### config.mk
export PLATFORM = sky130hd
export DESIGN_NAME = dio_port
export DESIGN_NICKNAME = d
export VERILOG_FILES = /design/src/logic/dio_pkg.sv /design/src/logic/dio_sync.sv /design/src/logic/dio_port.sv
export SDC_FILE = /design/constraint.sdc
export NUM_CORES = 1
export LEC_CHECK = 0
export ABC_CLOCK_PERIOD_IN_PS = 1000
export CAP_MARGIN = 30
export CORE_MARGIN = 2
export CORE_UTILIZATION = 53
export DETAILED_ROUTE_END_ITERATION = 10
export DONT_BUFFER_PORTS = 1
export HOLD_SLACK_MARGIN = 0.06
export PLACE_DENSITY = 0.74
export SYNTH_ARGS = -nofsm -noshare
export SYNTH_HDL_FRONTEND = slang
export SYNTH_SLANG_ARGS = --single-unit
### constraint.sdc
create_clock -name clk_sys -period 1 [get_ports clk_sys]
set_clock_uncertainty 0.1 [all_clocks]
set_input_delay 0.1 -clock clk_sys [delete_from_list [all_inputs] [get_ports clk_sys]]
set_output_delay 0.1 -clock clk_sys [all_outputs]
set_load 0.02 [all_outputs]
### src/logic/dio_pkg.sv
// Package: register map, field layout and bus carrier for the digital I/O port
`default_nettype none
package dio_pkg;
  localparam int unsigned DIO_LINES = 4;
  localparam int unsigned DIO_AW = 4;
  localparam int unsigned DIO_DW = 8;
  localparam int unsigned DIO_OTHER_IRQS = 3;

  // ****************************************
  // Register offsets
  // ****************************************
  localparam logic [DIO_AW-1:0] DIO_OFS_DIR = 4'h4;
  localparam logic [DIO_AW-1:0] DIO_OFS_DATA = 4'h5;
  localparam logic [DIO_AW-1:0] DIO_OFS_IRQ = 4'hb;

  // ****************************************
  // Fields of the interrupt control/status register
  // ****************************************
  localparam int unsigned DIO_BIT_IRQ_ENABLE = 0;
  localparam int unsigned DIO_BIT_IRQ_CLEAR = 1;
  localparam int unsigned DIO_BIT_IRQ_FLAG = 2;

  // ****************************************
  // Reset values
  // ****************************************
  localparam logic [DIO_LINES-1:0] DIO_RST_DIR = 4'h0;
  localparam logic [DIO_LINES-1:0] DIO_RST_DATA = 4'h0;
  localparam logic DIO_RST_ENABLE = 1'b0;
  localparam logic [DIO_DW-1:0] DIO_RST_RDATA = 8'h00;

  typedef struct packed {
    logic wr;
    logic rd;
    logic [DIO_AW-1:0] addr;
    logic [DIO_DW-1:0] wdata;
  } dio_bus_req_s;
endpackage
`default_nettype wire

### src/logic/dio_sync.sv
// Two-flop synchroniser for a group of asynchronous levels
`default_nettype none
module dio_sync #(
  parameter int unsigned WIDTH = 4
) (
  input wire logic clk_sys,
  input wire logic sys_rst,
  input wire logic [WIDTH-1:0] async_in,
  output logic [WIDTH-1:0] sync_out
);
  logic [WIDTH-1:0] meta;

  // First stage feeds only the second stage
  always_ff @(posedge clk_sys) begin
    if (sys_rst) begin
      meta <= '0;
      sync_out <= '0;
    end else begin
      meta <= async_in;
      sync_out <= meta;
    end
  end
endmodule
`default_nettype wire

### src/logic/dio_port.sv
// Four-line bidirectional digital port with change-of-state interrupt
`default_nettype none
module dio_port
  import dio_pkg::*;
(
  input wire logic clk_sys,
  input wire logic sys_rst,
  input wire dio_bus_req_s bus_req,
  output logic [DIO_DW-1:0] bus_rdata,
  output logic bus_irq,
  input wire logic [DIO_OTHER_IRQS-1:0] other_irq_req,
  input wire logic [DIO_LINES-1:0] dio_in,
  output logic [DIO_LINES-1:0] dio_out,
  output logic [DIO_LINES-1:0] dio_oe
);
  logic [DIO_LINES-1:0] in_sync;
  logic [DIO_LINES-1:0] in_prev;
  logic [DIO_LINES-1:0] next_in_prev;
  logic [DIO_LINES-1:0] next_dio_out;
  logic [DIO_LINES-1:0] next_dio_oe;
  logic irq_enable;
  logic next_irq_enable;
  logic irq_flag;
  logic next_irq_flag;
  logic next_bus_irq;
  logic [DIO_DW-1:0] next_bus_rdata;
  logic wr_dir;
  logic wr_data;
  logic wr_irq;
  logic clear_req;
  logic line_change;

  // ****************************************
  // Pin synchronisation
  // ****************************************
  dio_sync #(
    .WIDTH(DIO_LINES)
  ) u_sync (
    .clk_sys(clk_sys),
    .sys_rst(sys_rst),
    .async_in(dio_in),
    .sync_out(in_sync)
  );

  // ****************************************
  // Register writes and change detection
  // ****************************************
  always_comb begin
    wr_dir = bus_req.wr && (bus_req.addr == DIO_OFS_DIR);
    wr_data = bus_req.wr && (bus_req.addr == DIO_OFS_DATA);
    wr_irq = bus_req.wr && (bus_req.addr == DIO_OFS_IRQ);
    clear_req = wr_irq && bus_req.wdata[DIO_BIT_IRQ_CLEAR];
    // Lines driven by us would echo our own writes, so they are masked
    line_change = |((in_sync ^ in_prev) & ~dio_oe);
    next_in_prev = in_sync;
    next_dio_oe = wr_dir ? bus_req.wdata[DIO_LINES-1:0] : dio_oe;
    next_dio_out = wr_data ? bus_req.wdata[DIO_LINES-1:0] : dio_out;
    next_irq_enable = wr_irq ? bus_req.wdata[DIO_BIT_IRQ_ENABLE] : irq_enable;
    // Set beats clear; disable clears regardless
    if (!next_irq_enable) begin
      next_irq_flag = 1'b0;
    end else if (line_change) begin
      next_irq_flag = 1'b1;
    end else if (clear_req) begin
      next_irq_flag = 1'b0;
    end else begin
      next_irq_flag = irq_flag;
    end
    next_bus_irq = next_irq_flag || (|other_irq_req);
  end

  // ****************************************
  // Read data
  // ****************************************
  always_comb begin
    next_bus_rdata = bus_rdata;
    if (bus_req.rd) begin
      case (bus_req.addr)
        DIO_OFS_DIR: next_bus_rdata = {{(DIO_DW-DIO_LINES){1'b0}}, dio_oe};
        DIO_OFS_DATA: next_bus_rdata = {{(DIO_DW-DIO_LINES){1'b0}}, in_sync};
        DIO_OFS_IRQ: begin
          next_bus_rdata = '0;
          next_bus_rdata[DIO_BIT_IRQ_ENABLE] = irq_enable;
          next_bus_rdata[DIO_BIT_IRQ_FLAG] = irq_flag;
        end
        default: next_bus_rdata = '0;
      endcase
    end
  end

  always_ff @(posedge clk_sys) begin
    if (sys_rst) begin
      dio_oe <= DIO_RST_DIR;
      dio_out <= DIO_RST_DATA;
      in_prev <= '0;
      irq_enable <= DIO_RST_ENABLE;
      irq_flag <= 1'b0;
      bus_irq <= 1'b0;
      bus_rdata <= DIO_RST_RDATA;
    end else begin
      dio_oe <= next_dio_oe;
      dio_out <= next_dio_out;
      in_prev <= next_in_prev;
      irq_enable <= next_irq_enable;
      irq_flag <= next_irq_flag;
      bus_irq <= next_bus_irq;
      bus_rdata <= next_bus_rdata;
    end
  end
endmodule
`default_nettype wire

# Word-level counts from Yosys, hierarchy flattened
# Index checks and enable logic that the tools add are counted.
op_classes:
  eq_ne: 3
  n_reduce_logical: 7
  bitwise: 3
  mux: 5
op_table:
  columns: ["cell", "count"]
  rows:
  - ["case mux 4 bit (3 select lines)", 1]
  - ["equality test 4 x 3 -> 1 bit (second input constant)", 2]
  - ["bitwise AND 4 bit", 1]
  - ["equality test 4 bit (second input constant)", 1]
  - ["logical AND 1 bit", 4]
  - ["two-way mux 1 bit", 4]
  - ["NOT 4 bit", 1]
  - ["OR reduction 4 bit", 1]
  - ["bitwise XOR 4 bit", 1]
  - ["OR reduction 3 bit", 1]
  - ["logical OR 1 bit", 1]
word_totals:
  out_inout_bits: 17
  elab_cells: 27
  input_bits: 23
  reg_bits: 31

# Longest topological paths before layout
# Gate-level depths: netlist of the first run.
logic_depth:
  word_depth: 7
  ltp_mapped: 5
  ltp_nobuf: 4

# By module
# A second synthesis of the first run with hierarchy kept.
unflattened:
  cells_unflattened: 101
  area_unflattened_um2: 1044.8
by_module_without_submodules:
  columns: ["mod", "n_inst", "cells_each", "seq_area_each_um2", "area_per_inst_um2"]
  rows:
  - ["dio_port", 1, 85, 380.4, 834.6]
  - ["dio_sync", 1, 16, 160.2, 210.2]

# Worst setup path after synthesis of the first run
# OpenSTA, ideal clock, no wires.
synth_path:
  kind: "register to register"
  start: "register dio_oe[3]"
  end: "register bus_irq"
  synth_period_minus_slack_ns: 1.108
  arrival_ns: 0.877
  path_slack_ns: -0.108
  setup_ns: 0.131
  path_stages_with_launch: 4
  n_path_buf: 0
  required_ns: 0.769
  cell_sequence: "dfxtp_1 o22ai_1 a211oi_2 o31ai_1"
synth_via:
  elab_chain_cells: 6
synth_rtl:
  columns: ["item", "line", "rtl"]
  rows:
  - ["from (decl)", "dio_port.sv:14", "output logic [DIO_LINES-1:0] dio_oe"]
  - ["from (signal assigned)", "dio_port.sv:101", "dio_oe <= next_dio_oe;"]
  - ["NOT 4 bit", "dio_port.sv:54", "line_change = |((in_sync ^ in_prev) & ~dio_oe);"]
  - ["bitwise AND 4 bit", "dio_port.sv:54", null]
  - ["OR reduction 4 bit", "dio_port.sv:54", null]
  - ["two-way mux 1 bit", "dio_port.sv:62", "end else if (line_change) begin"]
  - ["two-way mux 1 bit", "dio_port.sv:60", "if (!next_irq_enable) begin"]
  - ["logical OR 1 bit", "dio_port.sv:69", "next_bus_irq = next_irq_flag || (|other_irq_req);"]
  - ["to (signal assigned)", "dio_port.sv:106", "bus_irq <= next_bus_irq;"]
  - ["to (decl)", "dio_port.sv:10", "output logic bus_irq,"]
# Every way passes these cells.
# A chain may end at the register's enable or synchronous reset.

# Final worst setup path of the first run
layout_path:
  start: "register u_sync.sync_out[0]"
  end: "register bus_irq"
layout_via:
  elab_chain_cells: 6
layout_rtl:
  columns: ["item", "line", "rtl"]
  rows:
  - ["from (decl)", "dio_sync.sv:9", "output logic [WIDTH-1:0] sync_out"]
  - ["from (signal assigned)", "dio_sync.sv:20", "sync_out <= meta;"]
  - ["bitwise XOR 4 bit", "dio_port.sv:54", null]
  - ["bitwise AND 4 bit", "dio_port.sv:54", null]
  - ["OR reduction 4 bit", "dio_port.sv:54", null]
  - ["two-way mux 1 bit", "dio_port.sv:62", null]
  - ["two-way mux 1 bit", "dio_port.sv:60", null]
  - ["logical OR 1 bit", "dio_port.sv:69", null]
# Every way passes these cells.

==> metrics, run 1 <==
Via density 5.25; GR Overflow Total 0; max_cap viols 0; sequential area share after synthesis about half; run status finished, violations left; RSZ-0062 raised after global routing true; CTS tree done; # rows 16; Area growth syn-to-layout 31.1%; failing checks negative hold slack, negative setup slack; Post-synth EDFFs 0; library cells used by synthesis 27; DRT Wirelength 2180 um; Synth top area share 51.4%; GR Util All Layers ~20%; dominant cell type by area after synthesis dfxtp_1; CP max FO 3; Root Buffer clkbuf_4; Worst Path Arrival between 1 and 1.5 ns; CP startpoint kind flip-flop; Worst Setup SP u_sync.sync_out[0]; most frequent cell after synthesis dfxtp_1; Worst IR Drop VDD 0.895 mV; sum of negative setup slack -0.536 ns; Pleak around 0.58 nW; 1st-iter DRT viols 22; initial antenna violation count 0; Die Area 2360 sq um; WL per Instance 14.3 um; TritonCTS Buffers 3; CTS Sinks 27; mux contribution to synthesized area 12.9%; Detail Route Antenna Nets 0; Period minus WS final 1.14 ns; Ports 40; first-pass GRT wire length 3610 um; Max Root-Sink Buffers 2; Synth Area in XOR/XNOR ~3.3%; via count of the first global-routing pass 755; hpwl dp between 1000 and 1500 um; drt pass-1 iters 4; I/O Buffers 0; via count about 800; Max Freq roughly 880 MHz; Final Cell Area 1380 sq um; dpl cell area around 1200 sq um; Vert. Die Dim about 49 um; hold path start sys_rst; hold slack -0.285 ns; reg2reg start u_sync.sync_out[0]; hold_buf cts 4; final setup margin -0.142 ns; Synth Area in Adders 0%; share of layout cells above drive strength 1 between 40% and 50%; clock latency at the later pin of the worst-skew pair approximately 0.32 ns; FF/Latch Area about 570 sq um; Final Util a little under three quarters; H-tree levels 1; CP Capture Type flip-flop; Commonest cells post-synth 27 x dfxtp_1, 12 x nor2_1, 12 x nor2b_1; Synth area leaders dfxtp_1 51%, mux2i_1 8.6%, nor2b_1 7.1%; Synth Register Bits 27; Critical Path RT approximately 1.1 ns; area of the multi-input gates approximately 500 sq um; Max Slew Vio Count 0; mapped cell area approximately 1100 sq um; final period utilization 114%; async set-reset flop share out of synthesis 0%; core footprint 1920 sq um; largest family of logic cells by synthesized area simple AND/OR/NAND/NOR gates; cell count after synthesis 102; Primary FF master, synth dfxtp_1; worst hold path class input pin to flip-flop; CP Class flip-flop to flip-flop; Final nets about 150; Setup Viol. Count Final 9; clock-pin slew on the worst setup and hold paths about 0.13 ns; Synthesis Warnings 0; Avg Inst Size Synth between 10 and 15 sq um; starting density of the core 54.7%; final RePlAce weighted congestion around 0.70; Synth Area in Simple Gates approximately a fifth; final number of hold-violating endpoints 23; Antenna Cells 0; drt drc 0; synthesized-area fraction occupied by ao, oa, aoi and oai cells under 10%; largest net degree at the start of global routing 29; Die X around 49 um; Fillers around 150; pwr/cell area around 1200 nW/um^2
==> per-stage QoR <==
stage	total power [mW]	instances	setup WS [ns]
floorplan	1.26	105	-0.0351
global placement	1.25	138	-0.0709
detailed placement	1.25	138	-0.118
CTS	1.72	149	-0.141
global route	1.79	152	-0.230
finish	1.71	152	-0.142
==> power breakdown <==
| part | internal [mW] | switching (mW) |
|---|---|---|
| combinational | 0.0764 | 0.0584 |
| sequential | 1.10 | 0.0199 |
| clock | 0.156 | 0.298 |
| total | 1.33 | 0.377 |
==> registers in the layout, summed over array words and instances (netlist names) <==
register         count
u_sync.sync_out      4
irq_enable           1
irq_flag             1
in_prev              4
dio_oe               4
u_sync.meta          4
dio_out              4
bus_rdata            4
bus_irq              1
==> final cells by class <==
type / instances / share of cell area (%)
well taps: 27 / 2.45
multi-input cells: 68 / 36.1
repair buffers: 25 / 18.2
inverters: 1 / 0.272
flip-flops and latches: 27 / 41.1
clock buffers: 4 / 1.91
==> per-layer routing <==
layer  vias to the layer above  wire length (um)  share of wire, %  global-route usage, %
li1                        382                 -                 -                      -
met1                       367               859                39                   23.0
met2                        40              1070                49                   35.0
met3                         9               177               8.1                   6.79
met4                         0                68               3.1                   8.57
met5                         -                 0                 0                      0
==> worst paths after layout <==
path                                      endpoint  slack, ns  depth (start not counted)
worst min register to register  u_sync.sync_out[3]       0.34                          1
worst max register to register             bus_irq      -0.14                          4
worst max-delay path                       bus_irq      -0.14                          4
worst min-delay path                  bus_rdata[1]      -0.28                          1
==> repair_timing <==
item,in CTS,in global routing
pin swaps,1,2
hold endpoints to repair,27,23
setup endpoints to repair,16,18
setup buffers,3,3
resized for setup,25,5
==> cells in the final DEF, fill, tap and decap left out, types with 3 or more instances in the layout <==
cell type	n
a21oi_2	3
buf_4	7
buf_6	14
clkbuf_4	3
conb_1	4
dfxtp_1	11
dfxtp_2	14
dlygate4sd3_1	4
mux2i_1	8
nor2_1	12
nor2b_1	12
xnor2_1	3
==> logic make-up after synthesis <==
logic type	after synthesis
compound gates	10
xor+xnor	4
buf+inv	10
flops	27
mux	13
other cells	1
simple gates	37
==> worst max-delay path: stages, from the launching register on <==
cell and delay (ns):
dfxtp_2 0.36, xnor2_1 0.18, o22ai_1 0.12, a211oi_2 0.19, o31ai_1 0.09
(Power assumes the default switching activity.)
==> run 2: changes to the inputs <==
--- a/config.mk
+++ b/config.mk
@@ -13,6 +13,7 @@
 export DONT_BUFFER_PORTS = 1
 export HOLD_SLACK_MARGIN = 0.06
 export PLACE_DENSITY = 0.74
+export SKIP_LAST_GASP = 1
 export SYNTH_ARGS = -nofsm -noshare
 export SYNTH_HDL_FRONTEND = slang
 export SYNTH_SLANG_ARGS = --single-unit
==> run 2 against run 1 <==
  * The flow still finishes with violations (negative hold slack, negative setup slack)
  * Largest power group unchanged
  * Core utilization grew 0.46 points
  * Hold slack lost 0.0014 ns
  * Final cell count grew 0.66%
  * Critical path type unchanged
  * Clock-buffer cell count is the same
  * Worst setup slack gained 0.0018 ns
  * Die area is the same
  * Wire length shrank 3.4%
  * Sequential power is essentially flat
  * Combinational power is essentially flat
  * Critical path depth is the same
  * Clock power grew 1%
  * Sequential cell count is the same
==> metrics, run 2 (synthesis results as in run 1) <==
drt pass-1 iters 2 (-2); hold slack -0.286 ns (-0.00143 ns); max_cap viols 0 (unchanged); GR Overflow Total 0 (unchanged); starting density of the core 54.7% (unchanged); WL per Instance 13.7 um (-4.1%); Max Root-Sink Buffers 2 (unchanged); worst slack at placement -0.118 ns (unchanged); Area growth syn-to-layout 31.9%; worst hold path class input pin to flip-flop; RSZ-0062 raised after global routing true; final period utilization 114% (-0.18 points); 1st-iter DRT viols 6 (-73%); Vert. Die Dim 48.5 um (unchanged); GR Util All Layers 19.7% (-0.59 points); non-filler cells, final 153 (+0.66%); Max Freq 877 MHz (+0.16%); drt drc 0 (unchanged); Worst IR Drop VDD 0.883 mV (-1.3%); CTS tree done; core footprint 1920 sq um (unchanged); Period minus WS final 1.14 ns (-0.00184 ns); Via density 4.99 (-5.0%); Root Buffer clkbuf_4; share of layout cells above drive strength 1 47.6% (+1.2 points); CP startpoint kind flip-flop; Pleak 0.588 nW (+0.68%); Final Util 72.1% (+0.46 points); CP Class flip-flop to flip-flop; Critical Path RT 1.12 ns (about the same); hold path endpoint dio_oe[1]; dpl cells 138 (unchanged); TritonCTS Buffers 3 (unchanged); Detail Route Antenna Nets 0 (unchanged); Setup Viol. Count Final 10 (+1); # rows 16 (unchanged); CP Capture Type flip-flop; final setup margin -0.141 ns (+0.00184 ns); H-tree levels 1 (unchanged); commonest non-fill, non-tap cells in the layout 14 x dfxtp_2, 14 x buf_6, 12 x nor2b_1, 12 x nor2_1, 11 x dfxtp_1; via count 763 (-4.4%); Die Area 2360 sq um (unchanged); failing checks negative hold slack, negative setup slack; Antenna Cells 0 (unchanged); worst reg2reg path depth 4 (unchanged); via count of the first global-routing pass 725 (-4.0%); Fillers 155 (+0.65%); final number of hold-violating endpoints 23 (unchanged); pwr/cell area 1240 nW/um^2 (-0.38%); Hold Path Depth 1 (unchanged); r2r setup slk -0.14 ns (about the same); Worst Path Arrival 1.26 ns (about the same); Die X 48.5 um (unchanged); hold_buf cts 4 (unchanged); initial antenna violation count 0 (unchanged); reg2reg start in_prev[3]; first-pass GRT wire length 3500 um (-3.0%); clock latency at the later pin of the worst-skew pair 0.32 ns (about the same); r2r endpoint bus_irq; run status finished, violations left; DRT Wirelength 2100 um (-3.4%); clock-pin slew on the worst setup and hold paths 0.14 ns (about the same); Final nets 150 (+0.67%); final RePlAce weighted congestion 0.697 (unchanged); Ports 40 (unchanged); I/O Buffers 0 (unchanged); largest net degree at the start of global routing 29 (unchanged); hold path start sys_rst; CP max FO 2 (-1); Max Slew Vio Count 0 (unchanged); hpwl dp 1300 um (unchanged); CTS Sinks 27 (unchanged); FF/Latch Area 566 sq um (unchanged); area of the multi-input gates 499 sq um (+0.25%)
run 2: how the worst max path moves through the flow:
stage                         end  slack [ns]  cells past startpoint               start
final                     bus_irq       -0.14                      4          in_prev[3]
after global routing      bus_irq       -0.23                      4  u_sync.sync_out[3]
after CTS                 bus_irq       -0.14                      4          in_prev[3]
after detailed placement  bus_irq       -0.12                      4  u_sync.sync_out[0]
after global placement    bus_irq       -0.07                      4  u_sync.sync_out[3]
after floorplan           bus_irq       -0.04                      4  u_sync.sync_out[3]
run 2: area by class of cell:
cell class / instances / share of cell area (%)
clock buffer: 4 / 1.90
inverter: 1 / 0.271
multi-input combinational: 68 / 36.0
sequential: 27 / 40.8
tap: 27 / 2.44
timing repair buffer: 26 / 18.6
run 2: stage by stage:
step	area, sq um	setup TNS [ns]	power [mW]
floorplan	1100	-0.127	1.26
global placement	1170	-0.393	1.25
detailed placement	1170	-0.671	1.25
CTS	1330	-0.552	1.72
global route	1390	-1.15	1.79
finish	1390	-0.501	1.71
run 2: report_power, final:
part / switching [mW] / total, mW / internal [mW] / leakage, nW
sequential: 0.0192 / 1.12 / 1.10 / 0.228
clock: 0.304 / 0.460 / 0.156 / 0.0150
combinational: 0.0585 / 0.134 / 0.0759 / 0.345
run 2: critical path, cell delays in order, from the launching register on:
cell and delay [ns]:
dfxtp_2 0.35, xnor2_2 0.16, o22ai_1 0.11, a211oi_2 0.23, o31ai_1 0.09
run 2: what timing repair did:
item,in CTS,in global routing
pin swaps,0,1
endpoints found under the setup margin,16,18
endpoints found under the hold margin,27,23
cloned,0,0
resized for setup,24,6
buffers inserted,3,4
run 2: routing by layer:
metal	global-route usage (%)	wire, um	up-vias
li1	-	-	381
met1	23.8	896	350
met2	33.1	1030	27
met3	6.17	146	5
met4	7.14	31	0
met5	0	0	-
